[config.mk]
export PLATFORM = sky130hd
export DESIGN_NAME = tcesr_top
export DESIGN_NICKNAME = d
export VERILOG_FILES = /design/src/design/tcesr_pkg.sv /design/src/design/tcesr_edge_detect.sv /design/src/design/tcesr_i2c_cond.sv /design/src/design/tcesr_top.sv
export SDC_FILE = /design/constraint.sdc
export NUM_CORES = 1
export LEC_CHECK = 0
export ABC_CLOCK_PERIOD_IN_PS = 6000
export BUFFER_PORTS_ARGS = -buffer_cell sky130_fd_sc_hd__buf_2
export CORE_MARGIN = 4
export CORE_UTILIZATION = 40
export DETAILED_ROUTE_END_ITERATION = 8
export GPL_TIMING_DRIVEN = 0
export PLACE_DENSITY_LB_ADDON = 0.05
export SYNTH_ARGS = -nofsm -noshare
export SYNTH_HDL_FRONTEND = slang
export SYNTH_SLANG_ARGS = --single-unit
[constraint.sdc]
create_clock -name i_sys_clk -period 6 [get_ports i_sys_clk]
set_input_delay 0.6 -clock i_sys_clk [delete_from_list [all_inputs] [get_ports i_sys_clk]]
set_output_delay 0.6 -clock i_sys_clk [all_outputs]
set_load 0.02 [all_outputs]
[src/design/tcesr_pkg.sv]
// Shared constants, encodings and carrier types of the Type-C event and status register bank
package tcesr_pkg;

   // Register offsets on the serial bus
   localparam logic [7:0] REG_DEVICE_ID   = 8'h01;
   localparam logic [7:0] REG_CONTROL     = 8'h02;
   localparam logic [7:0] REG_EVENT_FLAGS = 8'h03;
   localparam logic [7:0] REG_CONN_STATUS = 8'h04;

   // Values after reset
   localparam logic [7:0] CONTROL_RST     = 8'h00;
   localparam logic [7:0] EVENT_FLAGS_RST = 8'h00;
   localparam logic [7:0] POINTER_RST     = 8'h00;
   localparam logic [7:0] SHIFT_RST       = 8'h00;
   localparam logic [3:0] BIT_COUNT_RST   = 4'h0;

   // Event flag bit positions
   localparam int EVT_RECOVERY   = 7;
   localparam int EVT_OCP        = 6;
   localparam int EVT_OVP        = 5;
   localparam int EVT_RESERVED   = 4;
   localparam int EVT_OTP        = 3;
   localparam int EVT_FAULT_LIVE = 2;
   localparam int EVT_DETACH     = 1;
   localparam int EVT_ATTACH     = 0;

   // Bits that latch and clear on read (7,6,5,3,1,0)
   localparam logic [7:0] EVT_LATCH_MASK = 8'heb;

   // Control register field
   localparam int CTRL_INT_MASK = 0;

   // Edge detector lane positions
   localparam int EDGE_OCP    = 0;
   localparam int EDGE_OVP    = 1;
   localparam int EDGE_OTP    = 2;
   localparam int EDGE_FAULT  = 3;
   localparam int EDGE_ATTACH = 4;
   localparam int EDGE_WIDTH  = 5;

   // Serial bus byte length
   localparam logic [3:0] BITS_PER_BYTE = 4'h8;

   // Attached partner encodings
   localparam logic [2:0] PARTNER_STANDBY = 3'h0;
   localparam logic [2:0] PARTNER_DEVICE  = 3'h1;
   localparam logic [2:0] PARTNER_HOST    = 3'h2;
   localparam logic [2:0] PARTNER_AUDIO   = 3'h3;
   localparam logic [2:0] PARTNER_DEBUG   = 3'h4;

   // Detected charging current encodings
   localparam logic [1:0] CHARGE_STANDBY = 2'h0;
   localparam logic [1:0] CHARGE_DEFAULT = 2'h1;
   localparam logic [1:0] CHARGE_MEDIUM  = 2'h2;
   localparam logic [1:0] CHARGE_HIGH    = 2'h3;

   // Plug polarity encodings
   localparam logic [1:0] POLARITY_STANDBY = 2'h0;
   localparam logic [1:0] POLARITY_CC1     = 2'h1;
   localparam logic [1:0] POLARITY_CC2     = 2'h2;
   localparam logic [1:0] POLARITY_UNKNOWN = 2'h3;

   // Live connection status, laid out as the status register
   typedef struct packed {
      logic       vbus_detected;
      logic [1:0] charge_current;
      logic [2:0] partner;
      logic [1:0] polarity;
   } tcesr_status_t;

   // Live VCONN fault conditions
   typedef struct packed {
      logic overtemperature;
      logic overvoltage_protection;
      logic overcurrent_protection;
   } tcesr_fault_t;

   // Serial bus line sample
   typedef struct packed {
      logic scl;
      logic sda;
   } tcesr_line_t;

   // Serial slave states
   typedef enum logic [2:0] {
      ST_IDLE,
      ST_ADDR,
      ST_ADDR_ACK,
      ST_WRITE,
      ST_WRITE_ACK,
      ST_READ,
      ST_READ_ACK
   } tcesr_state_t;

endpackage : tcesr_pkg

[src/design/tcesr_edge_detect.sv]
// Per-lane rise and fall detector for level inputs
`timescale 1ns/1ps
`default_nettype none

module tcesr_edge_detect
   import tcesr_pkg::*;
#(
   parameter int WIDTH = EDGE_WIDTH
) (
   // Clock and reset
   input  wire logic             i_sys_clk,
   input  wire logic             i_rst_b,
   // Levels in
   input  wire logic [WIDTH-1:0] i_level,
   // One-cycle pulses out
   output var  logic [WIDTH-1:0] o_rise,
   output var  logic [WIDTH-1:0] o_fall
);

   logic [WIDTH-1:0] prev;
   logic [WIDTH-1:0] next_prev;

   // Previous level of every lane
   always_comb begin
      next_prev = i_level;
   end

   always_ff @(posedge i_sys_clk or negedge i_rst_b) begin
      if (!i_rst_b) begin
         prev <= '0;
      end else begin
         prev <= next_prev;
      end
   end

   // Zero after reset, so a level already high at release reports a rise
   for (genvar g = 0; g < WIDTH; g++) begin : g_lane
      assign o_rise[g] = i_level[g] & ~prev[g];
      assign o_fall[g] = ~i_level[g] & prev[g];
   end

endmodule : tcesr_edge_detect

`default_nettype wire

[src/design/tcesr_i2c_cond.sv]
// Serial bus line condition detector: start, stop and clock edges
`timescale 1ns/1ps
`default_nettype none

module tcesr_i2c_cond
   import tcesr_pkg::*;
(
   // Clock and reset
   input  wire logic i_sys_clk,
   input  wire logic i_rst_b,
   // Bus lines, already synchronous
   input  wire logic i_scl,
   input  wire logic i_sda,
   // One-cycle conditions
   output var  logic o_start,
   output var  logic o_stop,
   output var  logic o_scl_rise,
   output var  logic o_scl_fall
);

   tcesr_line_t st;
   tcesr_line_t next_st;

   // Idle bus reads high on both lines
   always_comb begin
      next_st.scl = i_scl;
      next_st.sda = i_sda;
   end

   always_ff @(posedge i_sys_clk or negedge i_rst_b) begin
      if (!i_rst_b) begin
         st <= '{scl: 1'b1, sda: 1'b1};
      end else begin
         st <= next_st;
      end
   end

   // Data moving while clock stays high marks start or stop
   assign o_start    = st.scl & i_scl & st.sda & ~i_sda;
   assign o_stop     = st.scl & i_scl & ~st.sda & i_sda;
   assign o_scl_rise = ~st.scl & i_scl;
   assign o_scl_fall = st.scl & ~i_scl;

endmodule : tcesr_i2c_cond

`default_nettype wire

[src/design/tcesr_top.sv]
// Type-C event and status register bank with serial slave and open-drain interrupt pin
`timescale 1ns/1ps
`default_nettype none

module tcesr_top
   import tcesr_pkg::*;
#(
   parameter logic [6:0] SLAVE_ADDR = 7'h1d,  // Strap-selected address, plain default
   parameter logic [7:0] DEVICE_ID  = 8'h00   // Arbitrary neutral identification value
) (
   // Clock and reset
   input  wire logic          i_sys_clk,
   input  wire logic          i_rst_b,
   // Serial bus, open drain
   input  wire logic          i_scl,
   input  wire logic          i_sda,
   output var  logic          o_sda,
   output var  logic          o_sda_oe_b,
   // Interrupt request, open drain
   output var  logic          o_interrupt_request_pin,
   output var  logic          o_interrupt_request_pin_oe_b,
   // Live conditions from the port logic
   input  wire tcesr_fault_t  i_fault,
   input  wire tcesr_status_t i_status
);

   // Whole module state
   typedef struct packed {
      tcesr_state_t fsm;
      logic [3:0]   bit_cnt;
      logic [7:0]   shreg;
      logic         rw;
      logic         first_write;
      logic         master_nack;
      logic [7:0]   ptr;
      logic [7:0]   ctrl;
      logic [7:0]   flags;
      logic         sda_out;
      logic         sda_oe_b;
      logic         irq_out;
      logic         irq_oe_b;
   } tcesr_top_state_t;

   tcesr_top_state_t       st;
   tcesr_top_state_t       next_st;

   logic                   cond_start;
   logic                   cond_stop;
   logic                   scl_rise;
   logic                   scl_fall;
   logic                   fault_any;
   logic                   attached;
   logic [EDGE_WIDTH-1:0]  edge_level;
   logic [EDGE_WIDTH-1:0]  edge_rise;
   logic [EDGE_WIDTH-1:0]  edge_fall;
   logic [7:0]             flags_view;
   logic [7:0]             read_byte;
   logic [7:0]             evt_set;
   logic                   rd_clear;
   logic                   irq_want;

   // Bus line conditions
   tcesr_i2c_cond u_cond (
      .i_sys_clk  (i_sys_clk),
      .i_rst_b    (i_rst_b),
      .i_scl      (i_scl),
      .i_sda      (i_sda),
      .o_start    (cond_start),
      .o_stop     (cond_stop),
      .o_scl_rise (scl_rise),
      .o_scl_fall (scl_fall)
   );

   // Fault and attach levels watched for edges
   // Attached means any partner code but standby
   assign fault_any = i_fault.overcurrent_protection | i_fault.overvoltage_protection | i_fault.overtemperature;
   assign attached  = (i_status.partner != PARTNER_STANDBY);

   // Lanes in the order the package numbers them
   always_comb begin
      edge_level              = '0;
      edge_level[EDGE_OCP]    = i_fault.overcurrent_protection;
      edge_level[EDGE_OVP]    = i_fault.overvoltage_protection;
      edge_level[EDGE_OTP]    = i_fault.overtemperature;
      edge_level[EDGE_FAULT]  = fault_any;
      edge_level[EDGE_ATTACH] = attached;
   end

   // Zero reset on purpose: a condition present at release becomes an event
   tcesr_edge_detect #(
      .WIDTH (EDGE_WIDTH)
   ) u_edge (
      .i_sys_clk (i_sys_clk),
      .i_rst_b   (i_rst_b),
      .i_level   (edge_level),
      .o_rise    (edge_rise),
      .o_fall    (edge_fall)
   );

   // Event pulses mapped onto flag positions
   always_comb begin
      evt_set                 = 8'h00;
      evt_set[EVT_RECOVERY]   = edge_fall[EDGE_FAULT];
      evt_set[EVT_OCP]        = edge_rise[EDGE_OCP];
      evt_set[EVT_OVP]        = edge_rise[EDGE_OVP];
      evt_set[EVT_OTP]        = edge_rise[EDGE_OTP];
      evt_set[EVT_DETACH]     = edge_fall[EDGE_ATTACH];
      evt_set[EVT_ATTACH]     = edge_rise[EDGE_ATTACH];
   end

   // Flag register as software sees it
   always_comb begin
      flags_view                 = st.flags & EVT_LATCH_MASK;
      flags_view[EVT_RESERVED]   = 1'b0;
      flags_view[EVT_FAULT_LIVE] = fault_any;
   end

   // Read data for the byte at the current pointer
   always_comb begin
      case (st.ptr)
         REG_DEVICE_ID: begin
            read_byte = DEVICE_ID;
         end
         REG_CONTROL: begin
            read_byte = st.ctrl;
         end
         REG_EVENT_FLAGS: begin
            read_byte = flags_view;
         end
         REG_CONN_STATUS: begin
            read_byte = i_status;
         end
         default: begin
            // Unmapped offsets read as zero
            read_byte = 8'h00;
         end
      endcase
   end

   // Next state: serial slave, register writes, flags and pin drive
   always_comb begin
      next_st  = st;
      rd_clear = 1'b0;
      irq_want = 1'b0;

      // Open-drain lines only ever drive zero
      next_st.sda_out = 1'b0;
      next_st.irq_out = 1'b0;

      if (cond_stop) begin
         next_st.fsm      = ST_IDLE;
         next_st.bit_cnt  = BIT_COUNT_RST;
         next_st.sda_oe_b = 1'b1;
      end else if (cond_start) begin
         // Repeated start lands here too, keeping the pointer
         next_st.fsm      = ST_ADDR;
         next_st.bit_cnt  = BIT_COUNT_RST;
         next_st.sda_oe_b = 1'b1;
      end else begin
         case (st.fsm)
            ST_IDLE: begin
               // Deaf to line traffic until the next start
               next_st.sda_oe_b = 1'b1;
            end

            ST_ADDR: begin
               // Shift on each rise, decide on the fall after bit eight
               if (scl_rise && st.bit_cnt != BITS_PER_BYTE) begin
                  next_st.shreg   = {st.shreg[6:0], i_sda};
                  next_st.bit_cnt = st.bit_cnt + 4'h1;
               end else if (scl_fall && st.bit_cnt == BITS_PER_BYTE) begin
                  next_st.bit_cnt = BIT_COUNT_RST;
                  if (st.shreg[7:1] == SLAVE_ADDR) begin
                     next_st.rw          = st.shreg[0];
                     next_st.first_write = 1'b1;
                     next_st.sda_oe_b    = 1'b0;
                     next_st.fsm         = ST_ADDR_ACK;
                  end else begin
                     // Not our address: sit out until the next start
                     next_st.fsm = ST_IDLE;
                  end
               end
            end

            ST_ADDR_ACK: begin
               // Acknowledge stands through the whole ninth clock
               if (scl_fall) begin
                  next_st.bit_cnt = BIT_COUNT_RST;
                  if (st.rw) begin
                     // Clear on load, so a stop mid-byte still counts as read
                     next_st.shreg    = read_byte;
                     next_st.sda_oe_b = read_byte[7];
                     next_st.ptr      = st.ptr + 8'h01;
                     rd_clear         = (st.ptr == REG_EVENT_FLAGS);
                     next_st.fsm      = ST_READ;
                  end else begin
                     next_st.sda_oe_b = 1'b1;
                     next_st.fsm      = ST_WRITE;
                  end
               end
            end

            ST_WRITE: begin
               if (scl_rise && st.bit_cnt != BITS_PER_BYTE) begin
                  next_st.shreg   = {st.shreg[6:0], i_sda};
                  next_st.bit_cnt = st.bit_cnt + 4'h1;
               end else if (scl_fall && st.bit_cnt == BITS_PER_BYTE) begin
                  next_st.bit_cnt  = BIT_COUNT_RST;
                  next_st.sda_oe_b = 1'b0;
                  next_st.fsm      = ST_WRITE_ACK;
                  if (st.first_write) begin
                     // First byte after the address selects the register
                     next_st.ptr         = st.shreg;
                     next_st.first_write = 1'b0;
                  end else begin
                     // Only control is writable; others accept and drop the byte
                     if (st.ptr == REG_CONTROL) begin
                        next_st.ctrl = st.shreg;
                     end
                     next_st.ptr = st.ptr + 8'h01;
                  end
               end
            end

            ST_WRITE_ACK: begin
               // Let go after the ninth clock so the master drives again
               if (scl_fall) begin
                  next_st.sda_oe_b = 1'b1;
                  next_st.bit_cnt  = BIT_COUNT_RST;
                  next_st.fsm      = ST_WRITE;
               end
            end

            ST_READ: begin
               // Count on the rise, move data only while the clock is low
               if (scl_rise) begin
                  next_st.bit_cnt = st.bit_cnt + 4'h1;
               end else if (scl_fall) begin
                  if (st.bit_cnt == BITS_PER_BYTE) begin
                     // Release for the master's acknowledge
                     next_st.sda_oe_b = 1'b1;
                     next_st.bit_cnt  = BIT_COUNT_RST;
                     next_st.fsm      = ST_READ_ACK;
                  end else begin
                     next_st.shreg    = {st.shreg[6:0], 1'b0};
                     next_st.sda_oe_b = st.shreg[6];
                  end
               end
            end

            ST_READ_ACK: begin
               // Master acknowledge sampled while the clock is high
               if (scl_rise) begin
                  next_st.master_nack = i_sda;
               end else if (scl_fall) begin
                  next_st.bit_cnt = BIT_COUNT_RST;
                  if (!st.master_nack) begin
                     // Master wants more: next byte, pointer moves on
                     next_st.shreg    = read_byte;
                     next_st.sda_oe_b = read_byte[7];
                     next_st.ptr      = st.ptr + 8'h01;
                     rd_clear         = (st.ptr == REG_EVENT_FLAGS);
                     next_st.fsm      = ST_READ;
                  end else begin
                     next_st.sda_oe_b = 1'b1;
                     next_st.fsm      = ST_IDLE;
                  end
               end
            end

            default: begin
               // Stray state codes recover to idle, line released
               next_st.sda_oe_b = 1'b1;
               next_st.fsm      = ST_IDLE;
            end
         endcase
      end

      // Set beats clear, so an event during the read is kept for the next one
      next_st.flags = (((rd_clear ? 8'h00 : st.flags) | evt_set) & EVT_LATCH_MASK);

      // Live fault bit is outside the latch mask and never requests
      irq_want = |(next_st.flags & EVT_LATCH_MASK);

      // Mask bit gates the pin, latched flags stay visible to reads
      if (next_st.ctrl[CTRL_INT_MASK]) begin
         next_st.irq_oe_b = 1'b1;
      end else begin
         next_st.irq_oe_b = ~irq_want;
      end
   end

   // State register
   // Pins come up released and unmasked, ready for the first event
   always_ff @(posedge i_sys_clk or negedge i_rst_b) begin
      if (!i_rst_b) begin
         st.fsm         <= ST_IDLE;
         st.bit_cnt     <= BIT_COUNT_RST;
         st.shreg       <= SHIFT_RST;
         st.rw          <= 1'b0;
         st.first_write <= 1'b0;
         st.master_nack <= 1'b1;
         st.ptr         <= POINTER_RST;
         st.ctrl        <= CONTROL_RST;
         st.flags       <= EVENT_FLAGS_RST;
         st.sda_out     <= 1'b0;
         st.sda_oe_b    <= 1'b1;
         st.irq_out     <= 1'b0;
         st.irq_oe_b    <= 1'b1;
      end else begin
         st <= next_st;
      end
   end

   // Pins straight from flops
   // Drive levels are constant zero; only the enables move
   assign o_sda                        = st.sda_out;
   assign o_sda_oe_b                   = st.sda_oe_b;
   assign o_interrupt_request_pin      = st.irq_out;
   assign o_interrupt_request_pin_oe_b = st.irq_oe_b;

endmodule : tcesr_top

`default_nettype wire

* Yosys cells after proc, flatten, opt, wreduce, memory -nomap -nowiden
Cells that the tools add are included.
** Storage, ports and cells
- Output and inout port bits :: 4
- Flip-flop bits (word level) :: 49
- Word-level logic and storage cells :: 183
** Cells by class
- Multiplexer cells :: 73
- $add $sub $neg :: 2
- Equality and inequality tests :: 43
- Bitwise operators :: 31
- Reduce and logical (&&, ||, !) cells :: 19
** Operator list (count)
- $mux 8 :: 14
- $mux 15 :: 4
- $ne 4x4->1 const B :: 13
- $pmux 8 s3 :: 2
- $mux 7 :: 6
- $mux 16 :: 2
- $pmux 8 s4 :: 1
- $mux 1 :: 30
- $ne 2x2->1 const B :: 13
- $pmux 4 s6 :: 1
- $reduce_and 12->1 :: 2
- $pmux 3 s7 :: 1
- $ne 5x5->1 const B :: 4
- $eq 8x2->1 const B :: 2
- $mux 3 :: 5
- $not 1->1 :: 15
- $and 1x1->1 :: 13
- $mux 4 :: 3
- $reduce_and 11->1 :: 1
- $reduce_and 10->1 :: 1
- $eq 3x3->1 const B :: 3
- $reduce_and 9->1 :: 1
- $add 8x1->8 const B :: 1
- $eq 8x3->1 const B :: 1
- other kinds (24) :: 29

* Longest topological paths before layout
Gate-level depths: netlist of the first run.
- Depth after elaboration :: 12
- Gate-level depth with buffers :: 9
- Mapped depth without buffers :: 7

* Cells and area by module
Synthesis of the first run repeated with hierarchy kept, for this count alone.
** Unflattened totals
- Cells, all modules :: 316
- Area, all modules :: 2969.1 um^2
** Modules (own cells, without submodules)
- tcesr_top :: cells each 295, instances 1, area each 2668.8 um^2, sequential area each 1054.8 um^2
- tcesr_edge_detect :: cells each 15, instances 1, area each 212.7 um^2, sequential area each 125.1 um^2
- tcesr_i2c_cond :: cells each 6, instances 1, area each 87.6 um^2, sequential area each 52.6 um^2

* Worst setup path before layout of the first run
OpenSTA, ideal clock, no wires.
- Path kind :: register -> register
- Start :: register st[20] (netlist bit)
- End :: register st (netlist bit o_interrupt_request_pin_oe_b)
- Arrival :: 2359 ps
- Setup slack :: 3559 ps
- Period minus slack after synthesis :: 2441 ps
- Setup time :: 82 ps
- Cell stages (with the launch flop) :: 9
- Required time :: 5918 ps
- Cell sequence :: dfrtp_1 inv_1 ha_1 buf_2 or4b_1 or4b_1 buf_6 mux2_4 or2_1
** RTL lines
- from (decl) :: RTL line tcesr_top.sv:44 : tcesr_top_state_t st;
- from (signal assigned) :: RTL line tcesr_top.sv:311 : st <= next_st;

* Worst setup path in the final report of the first run
- Start :: register st[24] (netlist bit)
- End :: register st[36] (netlist bit)
** Between the ends
- Cells in the longest elaborated chain, start to end :: 6
- Elaborated cells between the ends (all ways) :: 10
- Those cells by class :: 3 x eq/ne; 7 x mux
** RTL lines
- $eq 8x3->1 or $eq 8x2->1 (tied branches) :: RTL line tcesr_top.sv:120 : case (st.ptr)
- $pmux 8 s3 * :: RTL line tcesr_top.sv:120
- $mux 8 :: RTL line tcesr_top.sv:257 : if (!st.master_nack) begin
- $mux 15 :: RTL line tcesr_top.sv:255 : end else if (scl_fall) begin
- $mux 15 :: RTL line tcesr_top.sv:253 : if (scl_rise) begin
- $pmux 8 s4 * :: RTL line tcesr_top.sv:160 : case (st.fsm)
Every way passes the cells marked *; elsewhere a longest branch is shown, timed or not. The select of a mux whose other input is x is not followed.
A chain may end at the register's enable or synchronous reset.

==> impl_results.md, run 1 <==
- Outcome: completed
- Main flop type after synthesis: dfrtp_1
- DR pass1 iterations: 4
- Vias per inst: roughly 5.8
- Htree depth: 2
- Core area: about 7300 um^2
- Fmax: 375 MHz
- Max_slew headroom: roughly 18%
- Via count: 2635
- Clock tree from TritonCTS: yes
- Most frequent cells in the layout: 44 x dfrtp_1, 32 x a21oi_1, 27 x nand2_1
- Final setup viols: 0
- Die Footprint: between 8000 and 9000 um^2
- Row cnt: 31
- Cts bufs inserted: 5
- WHS Endpoint: u_edge.prev[2]
- Data arrival, critical path: slightly below 3 ns
- Leakage power: about 0.0014 uW
- Starting Density: 41.0%
- R2R Setup Slk: 3.34 ns
- DR iter-0 viols: 126
- Post-synth EDFFs: 0
- Total track usage: 18.4%
- Cells after Synth: 334
- Final Max Slew Viols: 0
- Worst hold path class: in2reg
- RSZ-0062 raised after global routing: no
- Worst-margin pin slew: approximately 1.2 ns
- Synthesized area: 2980 um^2
- First-pass GRT wire length: around 13000 um
- Worst IR Drop VDD: about 0.14 mV
- CTS Hold Bufs: 0
- Crit Path Category: reg2reg
- Reg-to-Reg Start: st[24]
- Ys Warns: 0
- Fill cells: 746
- Post-synthesis compound-gate area fraction: 23.2%
- Final Hold Vio Count: 0
- Simple-Gate Fraction of Synth Area: 21.3%
- Post-DP HPWL: 5530 um
- Largest family of logic cells by synthesized area: compound AO/OA/AOI/OAI gates
- CTS Buffer Depth: 2
- Vias in the first global route: 2467
- Clock Sinks: 49
- Xor/xnor share of the synthesized area: 0.589%
- Setup bufs post-CTS: 0
- Worst R2R Path Depth: 5
- Max Cap Viol: 0
- Adder-Cell Fraction of Synth Area: 3.36%
- Post-synth ARST share: 100%
- CTS Root Cell: clkbuf_8
- Reg-to-reg endpoint: st[36]
- Proportion of synthesized area in mux cells: 4.29%
- CP Capture Type: flip-flop
- Final ANT Viol Nets: 0
- Resized Gates After CTS: 0
- Nets@finish: 381
- Worst EP required: 6.24 ns
- DRC viols: 0
- Worst clock skew: 0.0120 ns
- Final period util: about 44%
- PwrDens: 315 nW/um^2
- Worst-Skew Late Latency: 0.31 ns
- Final WL: 7740 um
- Area grow syn2layout: 10.8%
- Register bit total from synthesis: 49
- Tmin final: 2.66 ns
- Congestion Overflow GR: 0
- Setup WS pre-CTS: 3.22 ns
- Initial antenna violation count: 0
- Ant. Diodes: 0
- Startpoint Class: flip-flop
- Die Y: 94.2 um
- Largest net degree at the start of global routing: 50
- Crit-path max FO: 8
- Input/output buffers: 16
- Final Worst Setup Slack: around 3.3 ns
- Post-synth cell types: 59
- RePlAce Congestion: 0.891
- Hold depth: 1
- Register area share after synthesis: between 40% and 50%
- I/O pins: 19
- Setup TNS: 0 ns
- Worst Hold Launch: i_fault[2]
- Share of cells above drive strength 1: 13.4%
- Most common cell after layout, fill and taps aside: dfrtp_1
- Clock transition at the registers of the reported paths: 0.10 ns
- Routed length per instance: approximately 17 um
- Avg Cell Area, Syn: 8.91 um^2
- Die width: about 94 um
[flip-flops by register name (all words and copies together), names as in the netlist]
name                          flops
o_interrupt_request_pin_oe_b      1
u_cond.st                         2
u_edge.prev                       5
st                               34
o_sda_oe_b                        1
flags_view                        6
[worst max path at each step]
| stage | slack (ns) | end | depth (start not counted) | startpoint |
|---|---|---|---|---|
| after floorplan | 3.56 | o_interrupt_request_pin_oe_b | 8 | st[20] |
| after global placement | 3.19 | st[36] | 9 | i_scl |
| after detailed placement | 3.22 | st[37] | 9 | i_scl |
| after CTS | 3.33 | o_interrupt_request_pin_oe_b | 8 | st[20] |
| after global routing | 3.04 | st[36] | 5 | st[24] |
| final | 3.34 | st[36] | 5 | st[24] |
[cell usage after synthesis (2+ instances only)]
library cell,instances,area share [%]
dfrtp_1,44,37
a21oi_1,32,5.4
nand2_1,27,3.4
nor2_1,21,2.6
o21ai_0,19,3.2
clkbuf_1,17,2.1
inv_1,16,2.0
a22oi_1,15,3.8
nand3_1,15,2.5
mux2_2,10,3.8
nor2b_1,9,1.9
nor3_1,9,1.5
ha_1,8,3.4
a21o_1,6,1.5
o211ai_1,6,1.5
dfstp_2,5,4.4
a2bb2oi_1,4,1.2
nand2b_1,4,0.84
a31oi_1,3,0.63
a32oi_1,3,0.88
and3_1,3,0.63
nand4b_1,3,0.88
nor3b_1,3,0.76
nor4_1,3,0.63
o21a_1,3,0.76
o22ai_1,3,0.63
a21boi_0,2,0.50
a221oi_1,2,0.59
and2_1,2,0.42
buf_4,2,0.50
buf_6,2,0.76
nor4b_1,2,0.59
o211a_1,2,0.67
or4_1,2,0.50
or4b_1,2,0.67
xor2_1,2,0.59
[kinds of logic after synthesis]
| group | Yosys count |
|---|---|
| compound gates | 107 |
| xor+xnor | 2 |
| fa+ha+maj | 8 |
| buf+inv | 39 |
| flops | 49 |
| mux | 11 |
| other cells | 1 |
| simple gates | 117 |
[routing by layer]
metal,GRT usage [%],wire length [um],vias to the layer above
li1,-,-,1265
met1,24.7,3590,1288
met2,29.8,3670,69
met3,2.88,314,13
met4,6.62,155,0
met5,0,0,-
[where the power goes]
group,switching (uW),internal (uW)
registers,66.2,379
logic,213,138
clock network,117,125
[critical path, stage by stage, from the launching register on]
cell     delay [ns]
dfrtp_1        0.47
or4_4          0.56
nor2_1         0.19
nor4b_1        0.99
a22oi_1        0.17
a21oi_1        0.20
[final cells by class]
| cell class | count | area (um^2) | share of cell area [%] |
|---|---|---|---|
| Buffer | 23 | 110 | 3.34 |
| Clock buffer | 5 | 68.8 | 2.09 |
| Clock inverter | 3 | 43.8 | 1.33 |
| Inverter | 16 | 60.1 | 1.82 |
| Multi-Input combinational cell | 247 | 1580 | 47.8 |
| Sequential cell | 49 | 1230 | 37.4 |
| Tap cell | 99 | 124 | 3.76 |
| Timing Repair Buffer | 16 | 80.1 | 2.43 |
[metrics by stage]
stage	util, %	cells	total power [uW]	area (um^2)	hold WS, ns
after floorplan	-	335	689	2980	0.304
after detailed placement	43.9	450	797	3180	0.459
after global placement	43.9	450	797	3180	0.455
after global routing	45.4	458	1110	3300	0.400
final	45.4	458	1040	3300	0.412
after CTS	45.4	458	1040	3300	0.402
No activity file was read; power rests on OpenSTA's default activity.
==> inputs of run 2 (changes only) <==
ABC_CLOCK_PERIOD_IN_PS = 2700   (was 6000)
clock period = 2.7 ns   (was 6 ns; I/O delays follow)
==> run 2 against run 1 <==
  * Setup slack got worse by 3.2 ns
  * Count of clock-buffer cells in the layout stayed put
  * Final area grew 0.49%
  * Hold slack worse by 0.33 ns
  * Global-route usage is the same
  * Final cell count stayed put
  * Clock power grew 120%
  * Sequential power grew 120%
  * Critical endpoint is now o_interrupt_request_pin_oe_b
  * Largest cell class unchanged
==> impl_results.md, run 2 (synthesis results as in run 1) <==
- Outcome: completed
- Initial antenna violation count: 0 (unchanged)
- Share of cells above drive strength 1: 13.9% (+0.56 points)
- Starting Density: 41.0% (unchanged)
- Max_slew headroom: 23.7% (+5.6 points)
- Cts bufs inserted: 5 (unchanged)
- Post-layout instance area: 3310 um^2 (+0.49%)
- Crit Path Category: reg2reg
- Worst hold path class: in2reg
- Setup TNS: 0 ns (unchanged)
- Worst IR Drop VDD: 0.315 mV (+120%)
- Htree depth: 2 (unchanged)
- CP Capture Type: flip-flop
- CTS Buffer Depth: 2 (unchanged)
- Clock tree from TritonCTS: yes
- Row cnt: 31 (unchanged)
- CTS Root Cell: clkbuf_8
- Core area: 7250 um^2 (unchanged)
- Final Util: 45.7% (+0.22 points)
- Leakage power: 0.00142 uW (about the same)
- Vias in the first global route: 2467 (unchanged)
- Area after DPL: 3180 um^2 (unchanged)
- Setup bufs post-CTS: 0 (unchanged)
- RePlAce Congestion: 0.891 (unchanged)
- Area grow syn2layout: 11.3%
- Die Footprint: 8880 um^2 (unchanged)
- Crit-path max FO: 10 (+2)
- Worst clock skew: 0.0117 ns (-0.000366 ns)
- Top delay family on crit path: simple AND/OR/NAND/NOR gates
- Max reg flops: 34 (unchanged)
- Data arrival, critical path: 2.81 ns (-0.09 ns)
- Most frequent cells in the layout: 44 x dfrtp_1, 31 x a21oi_1, 27 x nand2_1
- Clock Sinks: 49 (unchanged)
- CP max stage delay: 0.53 ns (-0.46 ns)
- DR iter-0 viols: 143 (+13%)
- Final WL: 7690 um (-0.59%)
- Startpoint Class: flip-flop
- Setup WS pre-CTS: 0.0348 ns (-3.19 ns)
- Nets@finish: 381 (unchanged)
- Die width: 94.2 um (unchanged)
- Total track usage: 18.4% (unchanged)
- Final Worst Setup Slack: 0.132 ns (-3.20 ns)
- DRC viols: 0 (unchanged)
- RSZ-0062 raised after global routing: no
- CP Cell Sequence: inv_1 > ha_1 > buf_6 > or4b_1 > or4b_1 > buf_6 > mux2_4 > or2_1
- WHS: 0.0833 ns (-0.329 ns)
- Ant. Diodes: 0 (unchanged)
- Fill cells: 745 (-0.13%)
- Worst-margin pin slew: 1.14 ns (-0.0664 ns)
- Routed length per instance: 16.8 um (-0.59%)
- Final Max Slew Viols: 0 (unchanged)
- Slowest-stage cell, CP: or4b_1
- Final period util: 95.1% (+51 points)
- First-pass GRT wire length: 12800 um (unchanged)
- Largest net degree at the start of global routing: 50 (unchanged)
- PwrDens: 697 nW/um^2 (+120%)
- Tmin final: 2.57 ns (-0.0959 ns)
- Vias per inst: 5.73 (-0.46%)
- Final Hold Vio Count: 0 (unchanged)
- Via count: 2623 (-0.46%)
- Die Y: 94.2 um (unchanged)
- Worst EP required: 2.94 ns (-3.30 ns)
- Post-DP HPWL: 5530 um (unchanged)
- Most common cell after layout, fill and taps aside: dfrtp_1
- DR pass1 iterations: 5 (+1)
- Final setup viols: 0 (unchanged)
- Congestion Overflow GR: 0 (unchanged)
- Largest reg by FF count: st
- Fmax: 389 MHz (+3.7%)
- Clock transition at the registers of the reported paths: 0.10 ns (about the same)
- Max Cap Viol: 0 (unchanged)
- Final ANT Viol Nets: 0 (unchanged)
- WP buf/inv: 3 (+3)
- Worst-Skew Late Latency: 0.31 ns (about the same)
- I/O pins: 19 (unchanged)
- Input/output buffers: 16 (unchanged)
-- run 2: where the power goes --
group | total (uW) | internal, uW | switching (uW) | leakage [uW]
Sequential | 990 | 843 | 146 | 0.000563
Clock | 537 | 278 | 259 | 0.0000585
Combinational | 783 | 309 | 474 | 0.000796
Total | 2310 | 1430 | 879 | 0.00142
-- run 2: routing by layer --
layer,vias to the layer above,wire length (um),global-route usage [%]
li1,1267,-,-
met1,1281,3570,24.7
met2,62,3630,29.8
met3,13,329,2.88
met4,0,166,6.62
met5,-,0,0
-- run 2: layout make-up --
class	count	area [um^2]	area share, %
sequential	49	1230	37.2
tap	99	124	3.74
clock buffer	5	68.8	2.08
buffer	23	116	3.51
timing repair buffer	16	80.1	2.42
clock inverter	3	43.8	1.32
inverter	16	60.1	1.81
multi-input combinational	247	1590	47.9
-- run 2: repair_timing --
action | in CTS | in global routing
hold buffers | 0 | 0
resized for setup | 0 | 5
setup endpoints to repair | 0 | 8
hold endpoints to repair | 0 | 0
-- run 2: worst reg2reg max path, stage by stage, from the launching register on --
cell and delay (ns):
dfrtp_1 0.42, inv_1 0.11, ha_1 0.17, buf_6 0.15
or4b_1 0.44, or4b_1 0.53, buf_6 0.17, mux2_4 0.30
or2_1 0.23
-- run 2: final timing paths --
kind,from,end,slack (ns),cells after the start
max in group asynchronous,i_rst_b,st[45],1.81,1
min in group asynchronous,i_rst_b,st[41],0.17,1
setup reg to reg,st[20],o_interrupt_request_pin_oe_b,0.13,8
setup / recovery,st[20],o_interrupt_request_pin_oe_b,0.13,8
hold / removal,i_fault[2],u_edge.prev[2],0.08,1
hold reg to reg,u_edge.prev[3],flags_view[7],0.48,2
-- run 2: stage by stage --
step,cells,power (uW)
final,458,2310
after detailed placement,450,1770
after global routing,458,2470
after floorplan,335,1530
after CTS,458,2320
after global placement,450,1770
==> inputs of run 3 (changes only) <==
CORE_MARGIN = 2   (was 4)
==> run 3 against run 2 <==
  * First-iteration DRC count is 1.4% higher
  * Register-to-register slack better by 0.02 ns
  * Final area is 1.2% higher
  * Via count is 1.1% lower
  * Die area is 8.3% lower
  * Total power is 4.9% higher
  * Wire length is 0.36% higher
  * Fmax is 0.91% higher
  * Global-route usage is 1.6 points higher
  * Sequential share of layout area is 0.44 points lower
  * Clock power is 20% higher
  * Flip-flop and latch count stayed put
==> impl_results.md, run 3 (synthesis results as in run 1) <==
- Max_slew headroom: 24.3% (+0.60 points)
- Final period util: 94.2% (-0.86 points)
- Starting Density: 41.2% (+0.22 points)
- CP Capture Type: flip-flop
- Most common cell after layout, fill and taps aside: dfrtp_1
- Combinational share of power: 32.8% (-1.1 points)
- Met3 Track Usage GR: 2.93% (+0.049 points)
- Crit Path Category: reg2reg
- Tmin final: 2.54 ns (-0.0232 ns)
- Largest net degree at the start of global routing: 50 (unchanged)
- Max reg flops: 34 (unchanged)
- Row cnt: 31 (unchanged)
- I/O pins: 19 (unchanged)
- Input/output buffers: 16 (unchanged)
- Slowest-stage cell, CP: or4b_1
- Vias in the first global route: 2562 (+3.9%)
- Met1 track demand over resource: 27.9% (+3.1 points)
- Largest reg by FF count: st
- Placed Cells: 450 (unchanged)
- RePlAce Congestion: 0.842 (-5.4%)
- Switch Pwr: 893 uW (+1.6%)
- Final Hold Vio Count: 0 (unchanged)
- Initial antenna violation count: 0 (unchanged)
- Via count: 2594 (-1.1%)
- Top delay family on crit path: simple AND/OR/NAND/NOR gates
- Met2 usage: 32.6% (+2.8 points)
- Worst clock skew: 0.00751 ns (-0.00417 ns)
- Clock tree from TritonCTS: yes
- Htree depth: 2 (unchanged)
- DR iter-0 viols: 145 (+1.4%)
- Worst EP required: 2.95 ns (about the same)
- DR pass1 iterations: 4 (-1)
- CTS Buffer Depth: 2 (unchanged)
- CP max stage delay: 0.53 ns (about the same)
- Most Crowded Layer GR: met2
- Non-Filler Instances: 459 (+0.22%)
- Total track usage: 20.0% (+1.6 points)
- Most frequent cells in the layout: 44 x dfrtp_1, 31 x a21oi_1, 27 x nand2_1
- Leakage power: 0.00144 uW (+1.3%)
- First-pass GRT wire length: 13100 um (+2.5%)
- Final setup viols: 0 (unchanged)
- Ant. Diodes: 0 (unchanged)
- Fmax: 393 MHz (+0.91%)
- Clock Sinks: 49 (unchanged)
- Area grow syn2layout: 12.7%
- WP buf/inv: 3 (unchanged)
- Routed length per instance: 16.8 um (+0.15%)
- Final WL: 7720 um (+0.36%)
- Startpoint Class: flip-flop
- Die width: 90.2 um (-4.2%)
- Die Y: 90.2 um (-4.2%)
- PwrDens: 723 nW/um^2 (+3.6%)
- Vias per inst: 5.65 (-1.3%)
- Crit-path max FO: 10 (unchanged)
- Clock transition at the registers of the reported paths: 0.10 ns (about the same)
- Outcome: completed
- Sw frac: 36.9% (-1.2 points)
- Worst hold path class: in2reg
- CTS Root Cell: clkbuf_8
- Max Cap Viol: 0 (unchanged)
- Internal Pwr Total: 1530 uW (+6.9%)
- Die Footprint: 8140 um^2 (-8.3%)
- Share of cells above drive strength 1: 14.7% (+0.79 points)
- Sequential share of power: 40.7% (-2.2 points)
- Final ANT Viol Nets: 0 (unchanged)
- Worst-margin pin slew: 1.13 ns (-0.00903 ns)
- Cts bufs inserted: 5 (unchanged)
- Setup TNS: 0 ns (unchanged)
- CP Cell Sequence: inv_1 > ha_1 > buf_6 > or4b_1 > or4b_1 > buf_6 > mux2_4 > or2_1
- Nets@finish: 382 (+0.26%)
- CTS Hold Bufs: 0 (unchanged)
- Final Max Slew Viols: 0 (unchanged)
- Worst IR Drop VDD: 0.386 mV (+22%)
- Congestion Overflow GR: 0 (unchanged)
- Fill cells: 743 (-0.27%)
- RSZ-0062 raised after global routing: no
- Core area: 7210 um^2 (-0.53%)
- Part of the power in the clock network: 26.5% (+3.3 points)
- Worst-Skew Late Latency: 0.31 ns (about the same)
- Post-DP HPWL: 5470 um (-1.0%)
- DRC viols: 0 (unchanged)
- Data arrival, critical path: 2.79 ns (-0.02 ns)
## run 3: cell types whose count changed in the layout (fill, tap and decap cells not counted), sizes merged
cell | previous run | this run
bufinv | 1 | 2
clkinv | 1 | 0
clkbuf | 22 | 21
buf | 22 | 24
## run 3: layer usage
layer	routed length [um]	up-vias
li1	-	1266
met1	3610	1256
met2	3690	60
met3	300	12
met4	115	0
met5	0	-
## run 3: final timing paths
| kind | start | endpoint | slack (ns) | cells after the start |
|---|---|---|---|---|
| min | i_fault[0] | u_edge.prev[0] | 0.08 | 1 |
| max reg2reg | st[20] | o_interrupt_request_pin_oe_b | 0.16 | 8 |
| min reg2reg | u_edge.prev[3] | flags_view[7] | 0.48 | 2 |
| min in group asynchronous | i_rst_b | st[41] | 0.17 | 1 |
| max | st[20] | o_interrupt_request_pin_oe_b | 0.16 | 8 |
| max in group asynchronous | i_rst_b | st[35] | 1.83 | 1 |
## run 3: area by class of cell
class                           count  area [um^2]  area share, %
Multi-Input combinational cell    247         1590           47.5
Sequential cell                    49         1230           36.8
Tap cell                           99          124           3.70
Buffer                             23          118           3.51
Timing Repair Buffer               17         87.6           2.61
Clock buffer                        5         68.8           2.05
Clock inverter                      3         68.8           2.05
Inverter                           16         60.1           1.79
## run 3: power by group through the flow
stage | Sequential (uW) | Combinational (uW) | Clock [uW]
2_1_floorplan | 950 | 580 | 0
3_3_place_gp | 1000 | 766 | 0
3_5_place_dp | 1000 | 765 | 0
4_1_cts | 987 | 770 | 661
5_1_grt | 1010 | 895 | 686
6_report | 986 | 793 | 643
## run 3: repair_timing
item / in CTS / in global routing
setup buffers: 0 / 1
resized for setup: 0 / 9
endpoints found under the setup margin: 0 / 11
## run 3: metrics by stage
step | worst slack (ns) | utilization [%] | area (um^2) | total power [uW] | hold WS [ns]
floorplan | 0.259 | - | 2980 | 1530 | -0.0256
global placement | 0.0427 | 44.1 | 3180 | 1770 | 0.401
detailed placement | 0.0272 | 44.1 | 3180 | 1770 | 0.405
CTS | 0.00874 | 46.0 | 3320 | 2420 | 0.0735
global route | 0.000713 | 46.5 | 3350 | 2590 | 0.0761
finish | 0.155 | 46.5 | 3350 | 2420 | 0.0773
